## src/rtl/ddr_lane_mask_pkg.sv

```systemverilog
// Shared constants and types for the byte-lane masked burst writer
package ddr_lane_mask_pkg;

  // ==========================================================
  // Organisation
  localparam int LANE_BITS = 9;
  localparam int LANES_NARROW = 2;
  localparam int LANES_WIDE = 4;
  localparam int BURST_WORDS = 2;
  localparam int BUF_DEPTH = 2;
  localparam int ADDR_WIDTH_DEFAULT = 4;

  // ==========================================================
  // Reset values
  localparam logic [1:0] COUNT_RESET = 2'h0;
  localparam logic HEAD_RESET = 1'h0;

  // Gray-coded along idle -> first half -> second half
  typedef enum logic [1:0] {
    PH_IDLE = 2'h0,
    PH_FIRST = 2'h1,
    PH_SECOND = 2'h3
  } phase_t;

endpackage : ddr_lane_mask_pkg

```

## src/rtl/ddr_byte_lane_writer.sv

```systemverilog
// Burst-of-two write path with per-lane active-low write selects
// Function
// - Data half-words follow accepted command edge
// - Narrow: both selects low writes all bits
// - Narrow: lane zero only writes low bits
// - Narrow: lane one only writes high bits
// - Narrow: no selects low keeps contents
// - Wide: all four selects low writes all
// - Wide: lane zero alone writes bits eight-zero
// - Wide: lane one alone writes bits 17-9
// - Wide: lane two alone writes bits 26-18
// - Wide: lane three alone writes bits 35-27
// - Wide: no selects low modifies nothing
// - Each half-word uses its own select pattern
`timescale 1ns/100ps
`default_nettype none

module ddr_byte_lane_writer #(
  parameter int LANES = ddr_lane_mask_pkg::LANES_NARROW,
  parameter int ADDR_W = ddr_lane_mask_pkg::ADDR_WIDTH_DEFAULT
) (
  input wire logic REF_CLK,
  input wire logic RESET,
  input wire logic WRITE_CMD,
  input wire logic [ADDR_W-1:0] ADDR,
  input wire logic [LANES*ddr_lane_mask_pkg::LANE_BITS-1:0] DATA_IN,
  input wire logic [LANES-1:0] BYTE_LANE_WRITE_SELECT_N,
  output logic WRITE_READY,
  input wire logic ARRAY_HOLD,
  input wire logic [ADDR_W-1:0] READ_ADDR,
  output logic [LANES*ddr_lane_mask_pkg::LANE_BITS-1:0] READ_DATA
);

  // ==========================================================
  // Types
  localparam int W = LANES * ddr_lane_mask_pkg::LANE_BITS;
  localparam int DEPTH = 1 << ADDR_W;
  localparam int LB = ddr_lane_mask_pkg::LANE_BITS;

  typedef struct packed {
    logic [ADDR_W-1:0] addr;
    logic [W-1:0] data;
    logic [LANES-1:0] sel_n;
  } entry_t;

  typedef struct packed {
    ddr_lane_mask_pkg::phase_t phase;
    logic [ADDR_W-1:0] base;
    logic [1:0] count;
    logic head;
    entry_t [ddr_lane_mask_pkg::BUF_DEPTH-1:0] slot;
    logic [DEPTH-1:0][W-1:0] mem;
    logic [W-1:0] read_data;
  } state_t;

  state_t cur;
  state_t next_cur;

  // ==========================================================
  // Lane mask: every bit of a lane whose select is low is set
  function automatic logic [W-1:0] lane_mask(
    input logic [LANES-1:0] sel_n
  );
    logic [W-1:0] mask;
    mask = '0;
    for (int i = 0; i < LANES; i++) begin
      mask[i*LB +: LB] = {LB{~sel_n[i]}};
    end
    return mask;
  endfunction : lane_mask

  // ==========================================================
  // Lane merge: a low select takes the new lane, a high one keeps old
  function automatic logic [W-1:0] merge_lanes(
    input logic [W-1:0] old_word,
    input logic [W-1:0] new_word,
    input logic [LANES-1:0] sel_n
  );
    logic [W-1:0] take;
    logic [W-1:0] keep;
    take = lane_mask(sel_n);
    keep = ~take;
    return (old_word & keep) | (new_word & take);
  endfunction : merge_lanes

  // ==========================================================
  // Burst partner: the second half-word flips only the address LSB
  function automatic logic [ADDR_W-1:0] partner_addr(
    input logic [ADDR_W-1:0] base
  );
    logic [ADDR_W-1:0] flip;
    flip = '0;
    flip[0] = 1'b1;
    return base ^ flip;
  endfunction : partner_addr

  // ==========================================================
  // Command acceptance: idle and an empty buffer
  function automatic logic accepts_cmd(
    input ddr_lane_mask_pkg::phase_t phase,
    input logic [1:0] count
  );
    return (phase == ddr_lane_mask_pkg::PH_IDLE) && (count == 2'h0);
  endfunction : accepts_cmd

  // ==========================================================
  // Buffer bookkeeping
  function automatic logic [1:0] count_after(
    input logic [1:0] count,
    input logic add,
    input logic remove
  );
    logic [1:0] result;
    result = count;
    if (add && !remove) begin
      result = count + 2'h1;
    end else if (remove && !add) begin
      result = count - 2'h1;
    end
    return result;
  endfunction : count_after

  // Slot behind the oldest one, or the oldest itself when empty
  function automatic logic tail_slot(
    input logic head,
    input logic [1:0] count
  );
    return head ^ count[0];
  endfunction : tail_slot

  // ==========================================================
  // Buffer entry builder
  function automatic entry_t make_entry(
    input logic [ADDR_W-1:0] addr,
    input logic [W-1:0] data,
    input logic [LANES-1:0] sel_n
  );
    entry_t entry;
    entry.addr = addr;
    entry.data = data;
    entry.sel_n = sel_n;
    return entry;
  endfunction : make_entry

  // ==========================================================
  // Next state
  logic push;
  logic pop;
  entry_t push_entry;
  entry_t head_entry;
  logic tail;

  // ==========================================================
  // Handshake and observation outputs
  // Two free slots before a command: a stalled drain can never drop a half-word
  assign WRITE_READY = accepts_cmd(cur.phase, cur.count);
  assign READ_DATA = cur.read_data;

  // ==========================================================
  // Buffer pointers
  assign pop = (cur.count != 2'h0) && !ARRAY_HOLD;
  assign head_entry = cur.slot[cur.head];
  assign tail = tail_slot(cur.head, cur.count);

  // ==========================================================
  // State update
  always_comb begin
    next_cur = cur;
    push = 1'b0;
    push_entry = '0;
    unique case (cur.phase)
      ddr_lane_mask_pkg::PH_IDLE: begin
        if (WRITE_CMD && WRITE_READY) begin
          next_cur.base = ADDR;
          next_cur.phase = ddr_lane_mask_pkg::PH_FIRST;
        end
      end
      ddr_lane_mask_pkg::PH_FIRST: begin
        push = 1'b1;
        push_entry = make_entry(cur.base, DATA_IN, BYTE_LANE_WRITE_SELECT_N);
        next_cur.phase = ddr_lane_mask_pkg::PH_SECOND;
      end
      ddr_lane_mask_pkg::PH_SECOND: begin
        push = 1'b1;
        push_entry = make_entry(partner_addr(cur.base), DATA_IN,
          BYTE_LANE_WRITE_SELECT_N);
        next_cur.phase = ddr_lane_mask_pkg::PH_IDLE;
      end
      default: begin
        // Unused code: drop back to idle instead of locking up
        next_cur.phase = ddr_lane_mask_pkg::PH_IDLE;
      end
    endcase
    // Drain: the oldest half-word lands in the array
    if (pop) begin
      next_cur.mem[head_entry.addr] =
        merge_lanes(cur.mem[head_entry.addr], head_entry.data, head_entry.sel_n);
      next_cur.head = ~cur.head;
    end
    // Fill: the newest half-word takes the free slot
    if (push) begin
      next_cur.slot[tail] = push_entry;
    end
    next_cur.count = count_after(cur.count, push, pop);
    // Observation read, one cycle behind its address
    next_cur.read_data = cur.mem[READ_ADDR];
  end

  // ==========================================================
  // State register; array contents are undefined by reset, so cleared to zero
  always_ff @(posedge REF_CLK or posedge RESET) begin
    if (RESET) begin
      cur.phase <= ddr_lane_mask_pkg::PH_IDLE;
      cur.base <= '0;
      cur.count <= ddr_lane_mask_pkg::COUNT_RESET;
      cur.head <= ddr_lane_mask_pkg::HEAD_RESET;
      cur.slot <= '0;
      cur.mem <= '0;
      cur.read_data <= '0;
    end else begin
      cur <= next_cur;
    end
  end

endmodule : ddr_byte_lane_writer

`default_nettype wire

```

## config.mk

```make
export PLATFORM = sky130hd
export DESIGN_NAME = ddr_byte_lane_writer
export DESIGN_NICKNAME = d
export VERILOG_FILES = /design/src/rtl/ddr_lane_mask_pkg.sv /design/src/rtl/ddr_byte_lane_writer.sv
export SDC_FILE = /design/constraint.sdc
export NUM_CORES = 1
export LEC_CHECK = 0
export BUFFER_PORTS_ARGS = -buffer_cell sky130_fd_sc_hd__buf_2
export CORE_MARGIN = 2
export CORE_UTILIZATION = 50
export CTS_BUF_LIST = sky130_fd_sc_hd__clkbuf_4 sky130_fd_sc_hd__clkbuf_8
export DETAILED_ROUTE_END_ITERATION = 8
export MAX_ROUTING_LAYER = met4
export PLACE_DENSITY_LB_ADDON = 0.15
export SYNTH_ARGS = -nofsm -noshare
export SYNTH_HDL_FRONTEND = slang
export SYNTH_SLANG_ARGS = --single-unit
```

## constraint.sdc

```tcl
create_clock -name REF_CLK -period 14.34 [get_ports REF_CLK]
set_clock_uncertainty 0.1 [all_clocks]
set_input_delay 0.717 -clock REF_CLK [delete_from_list [all_inputs] [get_ports REF_CLK]]
set_output_delay 0.717 -clock REF_CLK [all_outputs]
set_load 0.005 [all_outputs]
```

== Word level (Yosys, flattened, before mapping) ==
Index checks and enable logic that the tools add are counted.
Word-level totals
  register bits after elaboration: 363
  bits of input ports: 32
  output and inout port bits: 19
  logic and storage cells: 81
Operators by class
  $add $sub $neg: 2
  order comparisons: 6
  equality and inequality tests: 3
  multiplexer cells: 18
  bitwise operators: 9
  reduce and logical (&&, ||, !) cells: 16
Operators by type and width (count)
  $bwmux 288: 1
  $bmux 18 s4: 2
  $demux 18 s4: 1
  $mux 24: 3
  $mux 18: 3
  $bwmux 48: 1
  $pmux 24 s2: 1
  $and 18x18->18: 2
  $demux 24 s1: 1
  $not 18->18: 1
  $or 18x18->18: 1
  $lt 4x5->1 const B: 2
  $logic_and 1x1->1: 7
  $mux 6: 1
  $ge 4x1->1 const B: 1
  $logic_not 2->1: 2
  $lt 1x2->1 const B: 2
  $mux 2: 2
  $not 1->1: 4
  $pmux 2 s2: 1
  $reduce_bool 2->1: 2
  $logic_not 1->1: 3
  $add 2x1->2 const B: 1
  $eq 2x1->1 const B: 1
  other kinds (8): 8

== Longest topological paths before layout ==
Gate-level depths: netlist (run 1).
  depth in word-level cells: 7
  depth in mapped cells: 12
  depth with buffers taken out: 7

== Worst setup path after synthesis (run 1) ==
No wires, ideal clock.
  kind: input port to flip-flop
  start point: input port READ_ADDR[1]
  end point: register cur (netlist bit READ_DATA[0])
  library setup time: 0.138 ns
  arrival: 2.665 ns
  required time: 14.102 ns
  path slack: 11.437 ns
  stages: 5
  buffers on the path: 3
  path through: clkbuf_1 -> clkbuf_1 -> clkbuf_1 -> mux4_2 -> mux4_2
RTL lines
  start: declaration: RTL line ddr_byte_lane_writer.sv:30  | input wire logic [ADDR_W-1:0] READ_ADDR,
  end signal: assignment: RTL line ddr_byte_lane_writer.sv:221  | cur <= next_cur;
  end: declaration: RTL line ddr_byte_lane_writer.sv:56  | state_t cur;

== Final worst setup path (run 1) ==
  start point: register cur[354] in the netlist's numbering
  end point: register cur[95] in the netlist's numbering
On the way
  cells in the longest elaborated chain, start to end: 7
  elaborated cells between the ends (all ways): 15
  those cells by class: order compare (2); mux (7); bitwise (5); reduce/logical (1)
RTL lines
  $mux 24 (not written as such) (*) (2 in a row): RTL line ddr_byte_lane_writer.sv:162  | assign head_entry = cur.slot[cur.head];
  $lt 4x5->1 (not written as such) (tied with other cells): RTL line ddr_byte_lane_writer.sv:196  | next_cur.mem[head_entry.addr] =
  $logic_and 1x1->1 (not written as such) (tied with other cells): RTL line ddr_byte_lane_writer.sv:196
  $mux 18 (not written as such) / $and 18x18->18 (equally long branches): RTL line ddr_byte_lane_writer.sv:196, ddr_byte_lane_writer.sv:83
  $demux 18 s4 / $or 18x18->18 (equally long branches): RTL line ddr_byte_lane_writer.sv:196, ddr_byte_lane_writer.sv:83
  $bwmux 288 (*): RTL line ddr_byte_lane_writer.sv:196
Mark *: on every way between the ends. The rest lies on a longest branch, timed or not. The select of a mux whose other input is x is not followed.
A chain may end at the register's enable or synchronous reset.

==> impl_table.tex, run 1 <==
\begin{tabular}{lr}
\hline
Metric & Value \\
\hline
\multicolumn{2}{l}{\textbf{Logic synthesis}} \\
Cell with the most instances after synthesis & nand2\_1 \\
Yosys warning count & 0 \\
Summed instance area of the synthesized netlist & 0.0228 mm2 \\
Seq cells post-synth & 363 \\
Largest cells by area after synthesis & dfrtp\_1 40\%, o221ai\_1 11\%, mux4\_2 8.9\% \\
Synthesized netlist cell count & 2255 \\
Proportion of netlist area held by the largest area contributor & 39.8\% \\
Synth Flop Type & dfrtp\_1 \\
Synthesized Nets & 2288 \\
Cell types with the highest counts after synthesis & 472 x nand2\_1, 363 x dfrtp\_1, 278 x o221ai\_1, 111 x clkbuf\_1, 100 x o41ai\_1 \\
Fraction of registers with async set/reset & 100\% \\
Syn Area/Cell & 10.1 um2 \\
Number of enable-type register cells in the synthesized netlist & 0 \\
Distinct cell type count of the synthesized netlist & 56 \\
Post-synthesis sequential area ratio & 39.8\% \\
Post-synthesis cell type with the largest combined area & dfrtp\_1 \\
\multicolumn{2}{l}{\textbf{Timing}} \\
Max transition margin & 10.0\% \\
Worst Tran Pin Value & 1.35 ns \\
Count of pins over their slew limit & 0 \\
Setup repair after global routing missed its margin & false \\
Post-route minimum period & 5.12 ns \\
Number of setup violations in the final report & 0 \\
Sum of negative setup slack & 0 ns \\
Fmax & 195 MHz \\
Endpoints failing hold & 0 \\
Period utilisation layout & 35.7\% \\
\multicolumn{2}{l}{\textbf{Layout}} \\
Final net count & 2178 \\
Area growth syn-to-layout & 6.79\% \\
Finished layout cell area & 0.0244 mm2 \\
Filler cell count & 3946 \\
Layout cells sized above 1 & 20.7\% \\
Post-layout utilization of the core & 53.9\% \\
\multicolumn{2}{l}{\textbf{Critical path}} \\
Crit start category & flip-flop \\
Highest net fanout along the worst path & 88 \\
Worst endpoint required time & 14.73 ns \\
Crit Path Category & flip-flop to flip-flop \\
Worst path arrival time & 5.52 ns \\
Capturing element type of the critical path & flip-flop \\
\multicolumn{2}{l}{\textbf{Floorplan}} \\
Die H & 218 um \\
Die footprint & 0.0474 mm2 \\
Boundary Pins & 51 \\
Horiz. Die Dim & 218 um \\
Core Area & 0.0452 mm2 \\
Starting density of the core & 50.5\% \\
Standard-cell rows & 78 \\
\multicolumn{2}{l}{\textbf{Clocking}} \\
CTS Root Buffer Type & clkbuf\_8 \\
CTS Hold Bufs & 0 \\
Latest clock arrival within the worst-skew pair & 0.71 ns \\
H-tree depth & 3 \\
Number of buffers added by the clock tree synthesis step & 70 \\
Post-CTS Setup Bufs & 0 \\
Resized cells post-CTS & 0 \\
CTS tree & yes \\
Clock slew seen by the registers of the worst setup and hold paths & 0.06 ns \\
Number of clock sinks & 363 \\
Maximum number of buffers from clock root to sink & 3 \\
\multicolumn{2}{l}{\textbf{Pwr}} \\
Worst vdd ir & 0.153 mV \\
Pleak & 0.00900 uW \\
Switching power summed over all nets & 2820 uW \\
Areal power density over the cells & 237 mW/mm2 \\
Internal cell power & 2960 uW \\
Switching part of the total power & 48.8\% \\
Proportion of power drawn by combinational gates & 47.2\% \\
Part of the power in registers & 32.5\% \\
Clock power share & 20.2\% \\
Total power draw & 5770 uW \\
\multicolumn{2}{l}{\textbf{Detailed routing}} \\
Total via count in the routed design & 20700 \\
Average detailed-routed wire length per instance & 30.1 um \\
Mean number of vias per cell & 7.40 \\
Routed Antenna Nets & 0 \\
Routed wire length & 84.2 mm \\
Drc violations & 0 \\
Number of iterations in the first detailed-routing pass & 8 \\
Iter 0 DRT Violations & 3046 \\
\multicolumn{2}{l}{\textbf{Run status}} \\
Run status & finished clean \\
\multicolumn{2}{l}{\textbf{Worst hold path}} \\
Hold crit path type & input pin to async pin \\
\multicolumn{2}{l}{\textbf{Run}} \\
Number of maximum-capacitance constraint violations & 0 \\
\multicolumn{2}{l}{\textbf{Place}} \\
Placed wire-length estimate & 47.1 mm \\
Placement-stage cell area & 0.0228 mm2 \\
Final weighted congestion in routability-driven placement & 0.876 \\
Number of buffer cells added on primary ports & 50 \\
\multicolumn{2}{l}{\textbf{Global route}} \\
Maximum number of pins on one net before global-route repair & 103 \\
Global-route wire length before repair & 127 mm \\
Global router's overall resource usage & 36.8\% \\
Initial antenna violation count & 2 \\
Total gr overflow & 0 \\
Vias in the first global route & 20000 \\
\hline
\end{tabular}
-- layout make-up --
cell class,instances,area [um2],area share [%]
inverter,89,342,1.40
clock buffer,107,1350,5.56
clock inverter,18,201,0.827
antenna,3,7.51,0.0308
multi-input combinational,1518,12000,49.1
timing repair buffer,103,653,2.68
sequential,363,9100,37.4
tap,600,751,3.08
-- placed cells by master, fill, tap and decap left out, types with 6 or more instances in the layout --
| cell | Yosys | routed |
|---|---|---|
| nand2_1 | 472 | 472 |
| dfrtp_1 | 363 | 358 |
| o221ai_1 | 278 | 278 |
| o41ai_1 | 100 | 100 |
| mux4_2 | 90 | 90 |
| clkbuf_8 | 0 | 88 |
| inv_1 | 87 | 86 |
| o22ai_1 | 73 | 73 |
| o21a_1 | 59 | 59 |
| buf_4 | 48 | 55 |
| mux2_2 | 50 | 50 |
| buf_2 | 94 | 48 |
| nand4b_1 | 43 | 43 |
| nand2b_1 | 41 | 39 |
| o32ai_1 | 40 | 38 |
| nand4_1 | 34 | 34 |
| o31ai_1 | 34 | 34 |
| nand3_2 | 24 | 30 |
| a32o_1 | 29 | 29 |
| and2_1 | 23 | 23 |
| clkbuf_4 | 0 | 19 |
| nand3_1 | 21 | 15 |
| o2111a_2 | 13 | 13 |
| o221ai_2 | 10 | 10 |
| clkinv_2 | 0 | 10 |
| a32oi_1 | 9 | 9 |
| a22oi_1 | 8 | 8 |
| a2111oi_0 | 8 | 8 |
| and2_0 | 6 | 6 |
-- cells by family after synthesis --
| kind of cell | share of synthesized area (%) |
|---|---|
| muxes | 11.4 |
| AOI/OAI and AO/OA | 25.4 |
| and+or+nand+nor | 14.8 |
| DFF | 39.8 |
| buffers and inverters | 8.19 |
| adders and majority gates | 0.0548 |
| xor gates and xnor gates | 0.230 |
-- state kept, by name (all words and copies together) (netlist names) --
name,cells
cur,345
READ_DATA,18
-- path summary, 6_finish.rpt --
| check | cells past startpoint | slack [ns] | endpoint | from |
|---|---|---|---|---|
| min in group REF_CLK | 2 | 0.15 | cur[357] | ADDR[0] |
| hold reg to reg | 1 | 0.40 | cur[356] | cur[356] |
| setup / recovery | 9 | 9.22 | cur[95] | cur[354] |
| hold / removal | 2 | 0.08 | cur[259] | RESET |
| max in group asynchronous | 4 | 11.72 | cur[350] | RESET |
| setup reg to reg | 9 | 9.22 | cur[95] | cur[354] |
-- power groups by stage --
stage	logic (uW)	registers (uW)	clock network, uW
3_3_place_gp	2560	1860	0
4_1_cts	2640	1860	1180
3_5_place_dp	2630	1880	0
6_report	2730	1880	1170
5_1_grt	2860	1930	1220
2_1_floorplan	2080	1670	0
-- layer usage --
metal / global-route usage (%) / vias up / wire, um
met5: - / - / 0
met4: 21.6 / 0 / 5450
met3: 9.27 / 368 / 9690
met2: 52.2 / 1487 / 36600
met1: 47.7 / 10200 / 32500
li1: - / 8639 / -
-- worst max-delay path, cell delays in order, from the launching register on --
cell and delay [ns]:
dfrtp_4 0.77, buf_4 0.64, buf_4 0.84, nor3_4 0.07, buf_4 0.35, or2_1 0.28, buf_4 0.28, a2111oi_0 0.71
o2111a_2 0.51, o221ai_1 0.19
-- metrics by stage --
step           cells  worst slack, ns  hold WS [ns]
2_1_floorplan   2255             3.45         0.356
3_3_place_gp    2673             9.54         0.374
3_5_place_dp    2673             9.50         0.381
4_1_cts         2798             9.44        0.0774
5_1_grt         2800             9.07         0.113
6_report        2801             9.22        0.0778
(Power assumes the default switching activity.)
==> inputs of run 2 (changes only) <==
==> constraint.sdc (replaced) <==
create_clock -name REF_CLK -period 4.6 [get_ports REF_CLK]
set_clock_uncertainty 0.1 [all_clocks]
set_input_delay 0.23 -clock REF_CLK [delete_from_list [all_inputs] [get_ports REF_CLK]]
set_output_delay 0.23 -clock REF_CLK [all_outputs]
set_load 0.005 [all_outputs]
==> impl_table.tex, run 2 (synthesized netlist as in run 1, its figures left out) <==
\begin{tabular}{lr}
\hline
Metric & Value \\
\hline
\multicolumn{2}{l}{\textbf{Timing}} \\
Period utilisation layout & 80.6\% (+45 points) \\
Count of pins over their slew limit & 0 (unchanged) \\
Max transition margin & 19.6\% (+9.5 points) \\
Number of setup violations in the final report & 0 (unchanged) \\
Setup repair after global routing missed its margin & false \\
Post-route minimum period & 3.71 ns (-1.41 ns) \\
Fmax & 270 MHz (+38\%) \\
Endpoints failing hold & 0 (unchanged) \\
Crit path setup slack, layout & 0.890 ns (-8.33 ns) \\
Worst Tran Pin Value & 1.20 ns (-0.143 ns) \\
Worst-case hold slack & 0.179 ns (+0.101 ns) \\
\multicolumn{2}{l}{\textbf{Global route}} \\
Global router's overall resource usage & 36.7\% (-0.11 points) \\
Global-route wire length before repair & 127 mm (+0.36\%) \\
Vias in the first global route & 20100 (+0.60\%) \\
Initial antenna violation count & 4 (+2) \\
Maximum number of pins on one net before global-route repair & 130 (+26\%) \\
Total gr overflow & 0 (unchanged) \\
\multicolumn{2}{l}{\textbf{Detailed routing}} \\
Number of iterations in the first detailed-routing pass & 6 (-2) \\
Routed wire length & 83.7 mm (-0.62\%) \\
Drc violations & 0 (unchanged) \\
Total via count in the routed design & 20900 (+0.81\%) \\
Mean number of vias per cell & 7.30 (-1.4\%) \\
Average detailed-routed wire length per instance & 29.2 um (-2.8\%) \\
Iter 0 DRT Violations & 2571 (-16\%) \\
Routed Antenna Nets & 0 (unchanged) \\
\multicolumn{2}{l}{\textbf{Clocking}} \\
Clock slew seen by the registers of the worst setup and hold paths & 0.06 ns (about the same) \\
Number of clock sinks & 363 (unchanged) \\
Maximum number of buffers from clock root to sink & 3 (unchanged) \\
Resized cells post-CTS & 0 (unchanged) \\
Post-CTS Setup Bufs & 0 (unchanged) \\
CTS Hold Bufs & 30 (+30) \\
CTS Root Buffer Type & clkbuf\_8 \\
Latest clock arrival within the worst-skew pair & 0.65 ns (-0.06 ns) \\
H-tree depth & 3 (unchanged) \\
Number of buffers added by the clock tree synthesis step & 69 (-1.4\%) \\
CTS tree & yes \\
\multicolumn{2}{l}{\textbf{Critical path}} \\
Worst path arrival time & 4.08 ns (-1.44 ns) \\
Delay contributed by the slowest stage of the critical path & 0.86 ns (+0.02 ns) \\
Startpoint of the worst setup timing path & cur[354] \\
Highest net fanout along the worst path & 49 (-44\%) \\
Sequence of cells on the critical path & or2\_1 > buf\_4 > o22ai\_1 > o41ai\_1 > and4\_1 > o221ai\_1 \\
Depth of the worst register-to-register path & 6 (-3) \\
Worst setup endpoint & cur[30] \\
Worst endpoint required time & 4.97 ns (-9.76 ns) \\
Capture point of the worst reg-to-reg path & cur[30] \\
Slowest cell on crit path & dfrtp\_4 \\
Crit start category & flip-flop \\
Setup slack of the worst register-to-register path & 0.89 ns (-8.33 ns) \\
Capturing element type of the critical path & flip-flop \\
Startpoint of the worst register-to-register path & cur[354] \\
Crit Path Category & flip-flop to flip-flop \\
\multicolumn{2}{l}{\textbf{Pwr}} \\
Pleak & 0.00923 uW (+2.6\%) \\
Worst vdd ir & 0.406 mV (+170\%) \\
Areal power density over the cells & 719 mW/mm2 (+200\%) \\
\multicolumn{2}{l}{\textbf{Run status}} \\
Run status & finished clean \\
\multicolumn{2}{l}{\textbf{Layout}} \\
Filler cell count & 4014 (+1.7\%) \\
Top library cells by usage in the layout, fill and taps aside & 472 x nand2\_1, 358 x dfrtp\_1, 278 x o221ai\_1, 100 x o41ai\_1, 90 x mux4\_2 \\
Largest Register & cur \\
Area growth syn-to-layout & 8.99\% \\
Layout cells sized above 1 & 21.5\% (+0.81 points) \\
Number of flip-flops under the largest register name & 345 (unchanged) \\
Finished layout cell area & 0.0249 mm2 (+2.1\%) \\
Leading cell type in the layout, fill and taps excluded & nand2\_1 \\
Final net count & 2244 (+3.0\%) \\
\multicolumn{2}{l}{\textbf{Floorplan}} \\
Standard-cell rows & 78 (unchanged) \\
Starting density of the core & 50.5\% (unchanged) \\
Core Area & 0.0452 mm2 (unchanged) \\
Die H & 218 um (unchanged) \\
Horiz. Die Dim & 218 um (unchanged) \\
Die footprint & 0.0474 mm2 (unchanged) \\
Boundary Pins & 51 (unchanged) \\
\multicolumn{2}{l}{\textbf{Worst hold path}} \\
Hold crit path type & input pin to async pin \\
\multicolumn{2}{l}{\textbf{Place}} \\
Setup slack after placement & 1.04 ns (-8.47 ns) \\
Number of buffer cells added on primary ports & 50 (unchanged) \\
Final weighted congestion in routability-driven placement & 0.900 (+2.7\%) \\
Placement-stage cell area & 0.0231 mm2 (+1.4\%) \\
Placed wire-length estimate & 50.9 mm (+8.0\%) \\
\multicolumn{2}{l}{\textbf{Run}} \\
Number of maximum-capacitance constraint violations & 0 (unchanged) \\
\hline
\end{tabular}
-- run 2: changes by cell type in the layout (fill, tap and decap cells not counted), sizes merged --
| cell | delta |
|---|---|
| buf | +37 |
| bufinv | -4 |
| clkbuf | +2 |
| clkinv | -6 |
| clkinvlp | +4 |
| diode | +1 |
| dlygate4sd3 | +30 |
| inv | -2 |
-- run 2: area by class of cell --
| type | count | area [um2] | area share (%) |
|---|---|---|---|
| repair buffers | 170 | 1280 | 5.15 |
| inverters | 89 | 338 | 1.36 |
| multi-input cells | 1518 | 12000 | 48.1 |
| well taps | 600 | 751 | 3.02 |
| diodes | 4 | 10.0 | 0.0403 |
| flip-flops and latches | 363 | 9100 | 36.6 |
| clock inverters | 10 | 65.1 | 0.262 |
| clock buffers | 109 | 1360 | 5.48 |
-- run 2: where the power goes --
part	leakage, uW	total [uW]	internal (uW)	switching [uW]
logic	0.00371	8760	2850	5920
clock network	0.000743	3330	1870	1460
registers	0.00478	5800	4450	1350
total	0.00923	17900	9170	8720
-- run 2: worst max-delay path: cells and delay by family, from the launching register on --
kind            cells  cell delay [ns]
compound gates      3             0.85
buf+inv             1             0.38
flops               1             0.86
simple gates        2             1.33
-- run 2: layer usage --
layer | GRT usage (%) | wire (um) | part of all wire, %
met1 | 46.6 | 31900 | 38
met2 | 53.8 | 37400 | 45
met3 | 9.57 | 9560 | 11
met4 | 19.7 | 4830 | 5.8
met5 | - | 0 | 0
-- run 2: worst min-delay path by stage --
stage | start | to | slack, ns | cells after the start
detailed placement | RESET | READ_DATA[6] | 0.31 | 3
global placement | RESET | cur[115] | 0.30 | 3
CTS | RESET | READ_DATA[6] | 0.17 | 4
finish | RESET | READ_DATA[6] | 0.18 | 4
floorplan | DATA_IN[14] | cur[322] | 0.28 | 1
global route | RESET | READ_DATA[6] | 0.20 | 4
-- run 2: metrics by stage --
step | setup TNS [ns] | power, uW | instances | util, %
after floorplan | -217.16 | 11700 | 2255 | -
after global placement | 0 | 14000 | 2710 | 51.2
after detailed placement | 0 | 14300 | 2710 | 51.2
after CTS | 0 | 17700 | 2859 | 55.0
after global routing | 0 | 18700 | 2863 | 55.0
final | 0 | 17900 | 2863 | 55.0
